==> src/core/vector_access_pkg.sv <==
// Constants and types shared by the vector access controller design files.
package vector_access_pkg;

	// ----------------------------------------------------------------
	// Widths
	// ----------------------------------------------------------------
	localparam int unsigned BUS_W = 32;
	localparam int unsigned INC_W = 8;

	// ----------------------------------------------------------------
	// Vector codes on {vector_request_a, vector_request_b}
	// ----------------------------------------------------------------
	localparam logic [1:0] VEC_EXIT  = 2'h0;
	localparam logic [1:0] VEC_READ  = 2'h1;
	localparam logic [1:0] VEC_WRITE = 2'h2;
	localparam logic [1:0] VEC_ADDR  = 2'h3;

	// ----------------------------------------------------------------
	// Control vector field positions
	// ----------------------------------------------------------------
	localparam int unsigned CV_VALID  = 0;
	localparam int unsigned CV_SIZE0  = 2;
	localparam int unsigned CV_SIZE1  = 3;
	localparam int unsigned CV_LOCK   = 4;
	localparam int unsigned CV_PROT0  = 5;
	localparam int unsigned CV_PROT1  = 6;
	localparam int unsigned CV_INC_EN = 7;
	localparam int unsigned CV_PROT2  = 9;
	localparam int unsigned CV_PROT3  = 10;

	// ----------------------------------------------------------------
	// System bus encodings and reset values
	// ----------------------------------------------------------------
	localparam logic [1:0] HT_IDLE   = 2'h0;
	localparam logic [1:0] HT_NONSEQ = 2'h2;
	localparam logic [1:0] HT_SEQ    = 2'h3;
	localparam logic [2:0] HB_INCR   = 3'h1;
	localparam logic [1:0] HR_OKAY   = 2'h0;
	localparam logic [1:0] HR_RETRY  = 2'h2;
	localparam logic [1:0] HR_SPLIT  = 2'h3;
	localparam logic [1:0] SZ_BYTE   = 2'h0;
	localparam logic [1:0] SZ_HALF   = 2'h1;
	localparam logic [1:0] SZ_WORD   = 2'h2;
	localparam logic [1:0] SIZE_RST  = SZ_WORD;
	localparam logic [3:0] PROT_RST  = 4'h3;

	// ----------------------------------------------------------------
	// State types
	// ----------------------------------------------------------------
	typedef enum logic [2:0] {
		VS_IDLE  = 3'h0,
		VS_START = 3'h1,
		VS_ADDR  = 3'h3,
		VS_WRITE = 3'h2,
		VS_READ  = 3'h6,
		VS_LAST  = 3'h7,
		VS_TURN  = 3'h5
	} vec_state_t;

	typedef enum logic {
		GS_OTHER = 1'b0,
		GS_OWNED = 1'b1
	} grant_state_t;

endpackage

==> src/core/vector_access_controller.sv <==
// Test vector bus master that turns external vectors into system bus transfers.
//
// What this block does
// - Drivers off after read burst, one cycle.
// - Last of successive address vectors is control.
// - Control vector taken only when bit0 high.
// - Control when prior address, next not address.
// - Only incrementing undefined-length bursts issued.
// - Eight-bit incrementer wraps, issuing nonsequential.
// - Two address cycles after read keep address.
// - One address cycle then both low exits.
// - All flops rising edge, async low reset.
// - Grant tracker moves only when ready high.
// - Reset: idle, no request, acknowledge low.
// - Acknowledge low holds state except idle exit and both-low exit.
// - Idle to start uses synchronised request A.
// - Start leaves only on address or exit vector.
// - Write vector enters write state, starts transfer.
// - First read cycle tristated, later cycles driven.
// - Final read then turnaround, bus tristated.
// - Both requests low returns to idle from any state except read.
// - Previous address kept for regenerated transfer.
// - First transfer uses address, then increments.
// - Control vector bit layout as defined.
// - Request pins name the next vector.
// - Incrementer disabled after reset.
// - Stalled transfer drops acknowledge; tester repeats.
`timescale 1ns/1ps
`default_nettype none
module vector_access_controller
	import vector_access_pkg::*;
(
	// Clock and reset
	input  wire logic             core_clk_i,
	input  wire logic             nrst_i,
	// Tester side
	input  wire logic             vector_request_a_i,
	input  wire logic             vector_request_b_i,
	input  wire logic [BUS_W-1:0] shared_vector_bus_i,
	output logic      [BUS_W-1:0] shared_vector_bus_o,
	output logic                  shared_vector_bus_oe_o,
	output logic                  vector_acknowledge_o,
	input  wire logic             clock_switch_done_i,
	// System bus master
	input  wire logic             hgrant_i,
	input  wire logic             hready_i,
	input  wire logic [1:0]       hresp_i,
	input  wire logic [BUS_W-1:0] hrdata_i,
	output logic                  hbusreq_o,
	output logic                  hlock_o,
	output logic      [1:0]       htrans_o,
	output logic      [BUS_W-1:0] haddr_o,
	output logic                  hwrite_o,
	output logic      [2:0]       hsize_o,
	output logic      [2:0]       hburst_o,
	output logic      [3:0]       hprot_o,
	output logic      [BUS_W-1:0] hwdata_o
);

	typedef struct packed {
		vec_state_t       vst;
		grant_state_t     gst;
		logic             req_a_s1;
		logic             req_a_s2;
		logic             prev_was_addr;
		logic             first_xfer;
		logic             first_rd;
		logic             last_wr;
		logic [BUS_W-1:0] held_addr;
		logic [BUS_W-1:0] prev_addr;
		logic             inc_en;
		logic [1:0]       size;
		logic             lock;
		logic [3:0]       prot;
		logic [1:0]       htrans;
		logic [BUS_W-1:0] haddr;
		logic             hwrite;
		logic [BUS_W-1:0] hwdata;
		logic             dphase_act;
		logic             dphase_rd;
		logic             regen;
		logic             ack;
		logic             busreq;
		logic             oe;
	} ctl_t;

	ctl_t q;
	ctl_t n;

	logic             adv;
	logic             issue;
	logic             is_wr;
	logic             seq_ok;
	logic             wrap;
	logic             rsp_fail;
	logic [1:0]       req;
	logic [BUS_W-1:0] xfer_addr;
	vec_state_t       nxt;
	logic             buf_in_valid;
	logic             buf_in_ready;
	logic             buf_out_ready;
	logic             latch_now;
	logic [BUS_W-1:0] base_addr;
	logic             base_first;
	logic             rd_pending;

	// ----------------------------------------------------------------
	// Address incrementer
	// ----------------------------------------------------------------
	// Advances the eight-bit slice picked by the size; the top bit reports a wrap.
	function automatic logic [BUS_W:0] inc_addr(input logic [BUS_W-1:0] a,
		input logic [1:0] sz);
		logic [BUS_W-1:0] r;
		logic [INC_W:0]   s;
		r = a;
		s = '0;
		if (sz == SZ_WORD)
		begin
			s = {1'b0, a[INC_W+1:2]} + 9'h1;
			r[INC_W+1:2] = s[INC_W-1:0];
		end
		else if (sz == SZ_HALF)
		begin
			s = {1'b0, a[INC_W:1]} + 9'h1;
			r[INC_W:1] = s[INC_W-1:0];
		end
		else
		begin
			s = {1'b0, a[INC_W-1:0]} + 9'h1;
			r[INC_W-1:0] = s[INC_W-1:0];
		end
		return {s[INC_W], r};
	endfunction

	// ----------------------------------------------------------------
	// Next state
	// ----------------------------------------------------------------
	always_comb
	begin
		n = q;
		req = {vector_request_a_i, vector_request_b_i};
		n.req_a_s1 = vector_request_a_i;
		n.req_a_s2 = q.req_a_s1;
		if (hready_i)
			n.gst = hgrant_i ? GS_OWNED : GS_OTHER;
		adv = q.ack & hready_i & hgrant_i;
		nxt = q.vst;
		case (q.vst)
			VS_IDLE:
				if (q.req_a_s2 && clock_switch_done_i)
					nxt = VS_START;
			VS_START:
				if (adv && req == VEC_ADDR)
					nxt = VS_ADDR;
				else if (adv && req == VEC_EXIT)
					nxt = VS_IDLE;
			VS_ADDR, VS_WRITE, VS_TURN:
				if (adv)
				begin
					if (req == VEC_ADDR)
						nxt = VS_ADDR;
					else if (req == VEC_WRITE)
						nxt = VS_WRITE;
					else if (req == VEC_READ)
						nxt = VS_READ;
					else
						nxt = VS_IDLE;
				end
			VS_READ:
				if (adv)
					nxt = (req == VEC_READ) ? VS_READ : VS_LAST;
			VS_LAST:
				if (adv)
					nxt = VS_TURN;
			default:
				nxt = VS_IDLE;
		endcase
		// Exit reaches idle from any state except read.
		if (!q.req_a_s2 && q.vst != VS_IDLE && !vector_request_b_i && q.vst != VS_READ)
			nxt = VS_IDLE;
		n.vst = nxt;

		latch_now = (q.vst == VS_ADDR) && adv && !(q.prev_was_addr && req != VEC_ADDR);
		if (q.vst == VS_ADDR && adv)
		begin
			if (q.prev_was_addr && req != VEC_ADDR)
			begin
				if (shared_vector_bus_i[CV_VALID])
				begin
					n.size = {shared_vector_bus_i[CV_SIZE1], shared_vector_bus_i[CV_SIZE0]};
					n.lock = shared_vector_bus_i[CV_LOCK];
					n.inc_en = shared_vector_bus_i[CV_INC_EN];
					n.prot = {shared_vector_bus_i[CV_PROT3], shared_vector_bus_i[CV_PROT2],
						shared_vector_bus_i[CV_PROT1], shared_vector_bus_i[CV_PROT0]};
				end
			end
			else
			begin
				n.held_addr = shared_vector_bus_i;
				n.first_xfer = 1'b1;
			end
		end
		if (adv)
			n.prev_was_addr = (q.vst == VS_ADDR);

		// Write data sampled in write state.
		if (q.vst == VS_WRITE && adv)
			n.hwdata = shared_vector_bus_i;

		is_wr = (nxt == VS_WRITE);
		issue = adv && (nxt == VS_WRITE || nxt == VS_READ);
		base_addr = latch_now ? shared_vector_bus_i : q.held_addr;
		base_first = latch_now || q.first_xfer;
		{wrap, xfer_addr} = inc_addr(base_addr, q.size);
		if (base_first || !q.inc_en)
		begin
			xfer_addr = base_addr;
			wrap = 1'b0;
		end
		seq_ok = q.inc_en && !base_first && q.htrans != HT_IDLE &&
			q.gst == GS_OWNED && !(is_wr && !q.last_wr);

		rsp_fail = q.dphase_act && !hready_i && (hresp_i == HR_RETRY || hresp_i == HR_SPLIT);
		if (rsp_fail)
		begin
			n.regen = 1'b1;
			n.htrans = HT_IDLE;
			n.dphase_act = 1'b0;
		end
		else if (hready_i)
		begin
			n.dphase_act = (q.htrans != HT_IDLE);
			n.dphase_rd = (q.htrans != HT_IDLE) && !q.hwrite;
			n.htrans = HT_IDLE;
			n.hwrite = 1'b0;
			if (q.regen && hgrant_i)
			begin
				n.regen = 1'b0;
				n.htrans = HT_NONSEQ;
				n.haddr = q.prev_addr;
				n.held_addr = q.prev_addr;
				n.hwrite = q.last_wr;
			end
			else if (issue)
			begin
				n.htrans = (seq_ok && !wrap) ? HT_SEQ : HT_NONSEQ;
				n.haddr = xfer_addr;
				n.prev_addr = xfer_addr;
				n.held_addr = xfer_addr;
				n.first_xfer = 1'b0;
				n.hwrite = is_wr;
				n.last_wr = is_wr;
			end
		end

		n.first_rd = (nxt == VS_READ) && (q.vst != VS_READ || (q.first_rd && !adv));
		// Drive only in later reads and final read.
		n.oe = (nxt == VS_LAST) || (nxt == VS_READ && !n.first_rd);
		rd_pending = n.dphase_rd || (n.htrans != HT_IDLE && !n.hwrite);
		n.ack = (nxt != VS_IDLE) && hgrant_i && hready_i && buf_in_ready && !n.regen &&
			!(nxt == VS_LAST && rd_pending);
		n.busreq = (nxt != VS_IDLE);
		if (nxt == VS_IDLE)
		begin
			n.prev_was_addr = 1'b0;
			n.first_xfer = 1'b0;
		end
	end

	// ----------------------------------------------------------------
	// Read data path
	// ----------------------------------------------------------------
	assign buf_in_valid = q.dphase_rd && hready_i && hresp_i == HR_OKAY;
	assign buf_out_ready = q.oe && (adv || (q.vst == VS_LAST && (!buf_in_ready || buf_in_valid)));

	vector_read_buffer u_rd_buf (
		.core_clk_i  (core_clk_i),
		.nrst_i      (nrst_i),
		.in_valid_i  (buf_in_valid),
		.in_ready_o  (buf_in_ready),
		.in_data_i   (hrdata_i),
		.out_valid_o (),
		.out_ready_i (buf_out_ready),
		.out_data_o  (shared_vector_bus_o)
	);

	// ----------------------------------------------------------------
	// State register
	// ----------------------------------------------------------------
	// Rising edge, async low reset.
	always_ff @(posedge core_clk_i or negedge nrst_i)
	begin
		if (!nrst_i)
		begin
			q <= '0;
			q.vst <= VS_IDLE;
			q.gst <= GS_OTHER;
			q.size <= SIZE_RST;
			q.prot <= PROT_RST;
			q.inc_en <= 1'b0;
			q.htrans <= HT_IDLE;
		end
		else
			q <= n;
	end

	// ----------------------------------------------------------------
	// Outputs
	// ----------------------------------------------------------------
	assign shared_vector_bus_oe_o = q.oe;
	assign vector_acknowledge_o = q.ack;
	assign hbusreq_o = q.busreq;
	assign hlock_o = q.lock;
	assign htrans_o = q.htrans;
	assign haddr_o = q.haddr;
	assign hwrite_o = q.hwrite;
	assign hsize_o = {1'b0, q.size};
	assign hburst_o = HB_INCR;
	assign hprot_o = q.prot;
	assign hwdata_o = q.hwdata;

endmodule
`default_nettype wire

==> src/core/vector_read_buffer.sv <==
// Two-entry read data buffer between the system bus and the vector bus.
`timescale 1ns/1ps
`default_nettype none
module vector_read_buffer
	import vector_access_pkg::*;
(
	// Clock and reset
	input  wire logic             core_clk_i,
	input  wire logic             nrst_i,
	// Filling side
	input  wire logic             in_valid_i,
	output logic                  in_ready_o,
	input  wire logic [BUS_W-1:0] in_data_i,
	// Draining side
	output logic                  out_valid_o,
	input  wire logic             out_ready_i,
	output logic      [BUS_W-1:0] out_data_o
);

	typedef struct packed {
		logic             head_v;
		logic [BUS_W-1:0] head;
		logic             spare_v;
		logic [BUS_W-1:0] spare;
	} buf_t;

	buf_t q;
	buf_t d;
	logic pop;
	logic push;

	// ----------------------------------------------------------------
	// Next entry contents
	// ----------------------------------------------------------------
	always_comb
	begin
		d = q;
		pop = out_ready_i & q.head_v;
		push = in_valid_i & ~q.spare_v;
		if (pop)
		begin
			if (q.spare_v)
			begin
				d.head = q.spare;
				d.spare_v = 1'b0;
			end
			else
			begin
				d.head_v = push;
				if (push)
					d.head = in_data_i;
			end
		end
		else if (push)
		begin
			if (!q.head_v)
			begin
				d.head_v = 1'b1;
				d.head = in_data_i;
			end
			else
			begin
				d.spare_v = 1'b1;
				d.spare = in_data_i;
			end
		end
	end

	always_ff @(posedge core_clk_i or negedge nrst_i)
	begin
		if (!nrst_i)
			q <= '0;
		else
			q <= d;
	end

	assign in_ready_o = ~q.spare_v;
	assign out_valid_o = q.head_v;
	assign out_data_o = q.head;

endmodule
`default_nettype wire

==> config.mk <==
export PLATFORM = sky130hd
export DESIGN_NAME = vector_access_controller
export DESIGN_NICKNAME = d
export VERILOG_FILES = /design/src/core/vector_access_pkg.sv /design/src/core/vector_access_controller.sv /design/src/core/vector_read_buffer.sv
export SDC_FILE = /design/constraint.sdc
export NUM_CORES = 1
export LEC_CHECK = 0
export BUFFER_PORTS_ARGS = -buffer_cell sky130_fd_sc_hd__buf_2
export CORE_MARGIN = 4
export CORE_UTILIZATION = 33
export CTS_CLUSTER_SIZE = 40
export DETAILED_ROUTE_END_ITERATION = 16
export SLEW_MARGIN = 20
export SYNTH_ARGS = -nofsm -noshare
export SYNTH_HDL_FRONTEND = slang
export SYNTH_HIERARCHICAL = 1
export SYNTH_SLANG_ARGS = --single-unit
==> constraint.sdc <==
create_clock -name core_clk_i -period 2.5 [get_ports core_clk_i]
set_input_delay 0.5 -clock core_clk_i [delete_from_list [all_inputs] [get_ports core_clk_i]]
set_output_delay 0.5 -clock core_clk_i [all_outputs]
set_load 0.005 [all_outputs]
==> results by group <==
Pwr
  – Peak VDD IR: just over 0.4 mV
  – LEAKAGE: 6.38 nW
  – Power Density: between 700 and 800 mW/mm^2

Final layout
  – Share of cells above drive strength 1: 0.403
  – Non-filler cells in the finished layout: 1562
  – Finished Cell Area: around 0.013 mm^2
  – Fillers: around 3200
  – Multi-input logic area: roughly 0.0044 mm^2
  – NumNets Final: 1176
  – Register area: 0.00553 mm^2
  – Area growth from synthesis to layout: 18.8%

STA
  – Setup TNS: 0 ps
  – RSZ-0062 raised after global routing: yes
  – Least-Margin Pin Slew: roughly 600 ps
  – Slew HR: 0.601
  – Final period utilization: 0.957
  – Max Transition Viols Final: 0
  – Post-route minimum period: 2390 ps
  – Worst setup margin: 108 ps
  – Setup Viol. Count Final: 0
  – Fmax: between 400 and 500 MHz
  – Final Skew: a little under 20 ps
  – Final Hold Fails: 0

Drt
  – Residual DRC: 0
  – DRT Pass-1 Iters: 4
  – Via density: ~4.8
  – DRT iter0 DRCs: 420
  – WL/cell: between 15 and 20 um
  – Total wire length after detailed routing: roughly 27000 um
  – Routed vias: 7494
  – Post-route ant nets: 0

Hold path
  – Hold WC Path Type: in -> reg
  – Endpoint, Worst Hold: hwdata_o[21]$_DFFE_PN0P_
  – Hold wc startpoint: shared_vector_bus_i[21]
  – Hold path depth: 2

Yosys
  – Synth top area cells: dfrtp_1 49%, buf_4 7.6%, mux2_2 5.7%
  – Area share of the largest cell type after synthesis: 0.495
  – Most frequent cell after synthesis: dfrtp_1
  – Post-synthesis cell count: just under 1000
  – Seq/Total Area, Yosys: 0.502
  – Synth Flop Type: dfrtp_1
  – EDFF count, synth: 0
  – Commonest cells in the netlist: 218 x dfrtp_1, 112 x buf_4, 93 x nand2_1
  – Post-Syn Area per Cell: between 10 and 15 um^2
  – Yosys cell types: 76
  – Mapped Area: about 0.011 mm^2
  – Ys Warns: 6
  – FF+latch count, synth: around 220
  – Asr flop ratio synth: 1.00
  – Area leader, netlist: dfrtp_1

Global route
  – First-pass GRT wire length: ~43000 um
  – GR Overflow Total: 0
  – Pin count of the biggest net entering global routing: 70
  – Vias in the first global route: around 7700
  – All-Layer GR Usage: 0.144
  – Initial antenna violation count: 1

Die
  – Die Footprint: 0.0364 mm^2
  – Num rows: 66
  – Die span in y: between 150 and 200 um
  – Die Span X: ~190 um
  – Number of I/O pins: 186
  – Initial Util: 0.336
  – Core area: 0.0328 mm^2

Setup path
  – FF-to-FF setup slack: about 110 ps
  – R2r endpoint: q[116]$_DFF_PN0_
  – R2R cell count: 10
  – CP startpoint kind: flip-flop
  – Critical path type: reg -> reg
  – Arr. time, crit path: 2800 ps
  – CP Data Required Time: 2910 ps
  – CP startpoint: q[152]$_DFF_PN0_
  – CP Max Fanout: 5
  – Reg-to-Reg Start: q[152]$_DFF_PN0_
  – Crit. End Element: flip-flop

Placed design
  – Post-DP Area: 0.0121 mm^2
  – DP Wirelength: 18600 um
  – Port-buffer cells: between 150 and 200
  – Worst slack, placed: -84.7 ps
  – Placed Instances: roughly 1500
  – Gp weighted congestion: 0.868

Clock tree
  – Clock Pin Slew Worst Setup and Hold Paths: 60 ps
  – Clock Latency Late Sink: between 500 and 600 ps
  – CTS buffer count: 26
  – CTS Sinks: ~220
  – Clock buffer depth: 3
  – H-tree levels: 1
  – CTS tree: built
  – Root Buffer: clkbuf_16

Outcome
  – Run status: finished, final reports clean

Run
  – Max Cap Viol: 0
metrics by stage:
stage / power (mW) / util / hold slack [ps]
2_1_floorplan: 5.71 / - / 204
3_3_place_gp: 6.11 / 0.370 / 336
3_5_place_dp: 6.16 / 0.370 / 338
4_1_cts: 9.94 / 0.396 / 193
5_1_grt: 10.4 / 0.400 / 186
6_report: 9.81 / 0.400 / 216
cells in the final DEF (no fill, tap or decap), types with 28 or more instances in the layout:
master | synthesis | routed
buf_4 | 112 | 78
a21oi_1 | 33 | 32
dfrtp_1 | 218 | 218
mux2_2 | 56 | 56
or2_1 | 30 | 30
nand2_1 | 93 | 93
o221a_1 | 30 | 30
mux2i_1 | 28 | 28
nor2_1 | 37 | 36
mux2_4 | 40 | 40
buf_2 | 20 | 180
o21ai_0 | 61 | 57
what timing repair did:
action / CTS / global route
hold endpoints to repair: 62 / 0
buffers inserted: 0 / 8
resized for setup: 0 / 16
endpoints found under the setup margin: 0 / 15
hold buffers: 1 / 0
how the worst max path moves through the flow:
stage | to | slack (ps)
after floorplan | q[116]$_DFF_PN0_ | 1
after global placement | htrans_o[0]$_DFF_PN0_ | -70
after detailed placement | haddr_o[15]$_DFFE_PN0P_ | -80
after CTS | q[116]$_DFF_PN0_ | 60
after global routing | haddr_o[2]$_DFFE_PN0P_ | -20
final | q[116]$_DFF_PN0_ | 110
power breakdown:
| group | total (mW) | internal, mW | switching (mW) |
|---|---|---|---|
| logic | 1.70 | 0.883 | 0.821 |
| clock network | 3.70 | 2.18 | 1.53 |
| registers | 4.41 | 4.12 | 0.286 |
| total | 9.81 | 7.18 | 2.63 |
flip-flops by register name (all words and copies together), names as in the netlist, 2 cells and up:
register,cells
hwdata_o,32
u_rd_buf/out_data_o,32
htrans_o,2
haddr_o,32
hsize_o,2
hprot_o,4
q,77
u_rd_buf/q,33
layout make-up:
class,count,area share
diodes,1,0.000191
clock buffers,38,0.0601
clock inverters,9,0.00430
inverters,13,0.00372
multi-input cells,567,0.336
flip-flops and latches,221,0.422
well taps,442,0.0422
repair buffers,271,0.132
per-layer routing:
| metal | part of all wire | GRT usage |
|---|---|---|
| met5 | 0 | 0 |
| met3 | 0.050 | 0.0254 |
| met4 | 0.016 | 0.0343 |
| met2 | 0.47 | 0.231 |
| met1 | 0.46 | 0.203 |
cell families (layout without fill, tap and decap cells):
| kind of cell | after synthesis | in the layout | share of synthesized area |
|---|---|---|---|
| AO/OA/AOI/OAI | 190 | 190 | 0.131 |
| XOR/XNOR | 7 | 7 | 0.00556 |
| adder cells (fa/ha/maj) | 5 | 5 | 0.00533 |
| buffers and inverters | 176 | 331 | 0.110 |
| flip-flops | 221 | 221 | 0.502 |
| multiplexers | 125 | 125 | 0.138 |
| other | 2 | 5 | 0.000681 |
| AND/OR/NAND/NOR | 236 | 236 | 0.108 |
worst max-delay path, stage by stage, from the launching register on:
cell,delay (ps)
dfrtp_1,390
nand4_1,130
buf_6,160
o31a_1,270
nor2_2,130
inv_1,50
ha_1,280
or3_1,360
a31oi_1,190
a311o_1,200
o211ai_1,110
No activity file was read; power rests on OpenSTA's default activity.
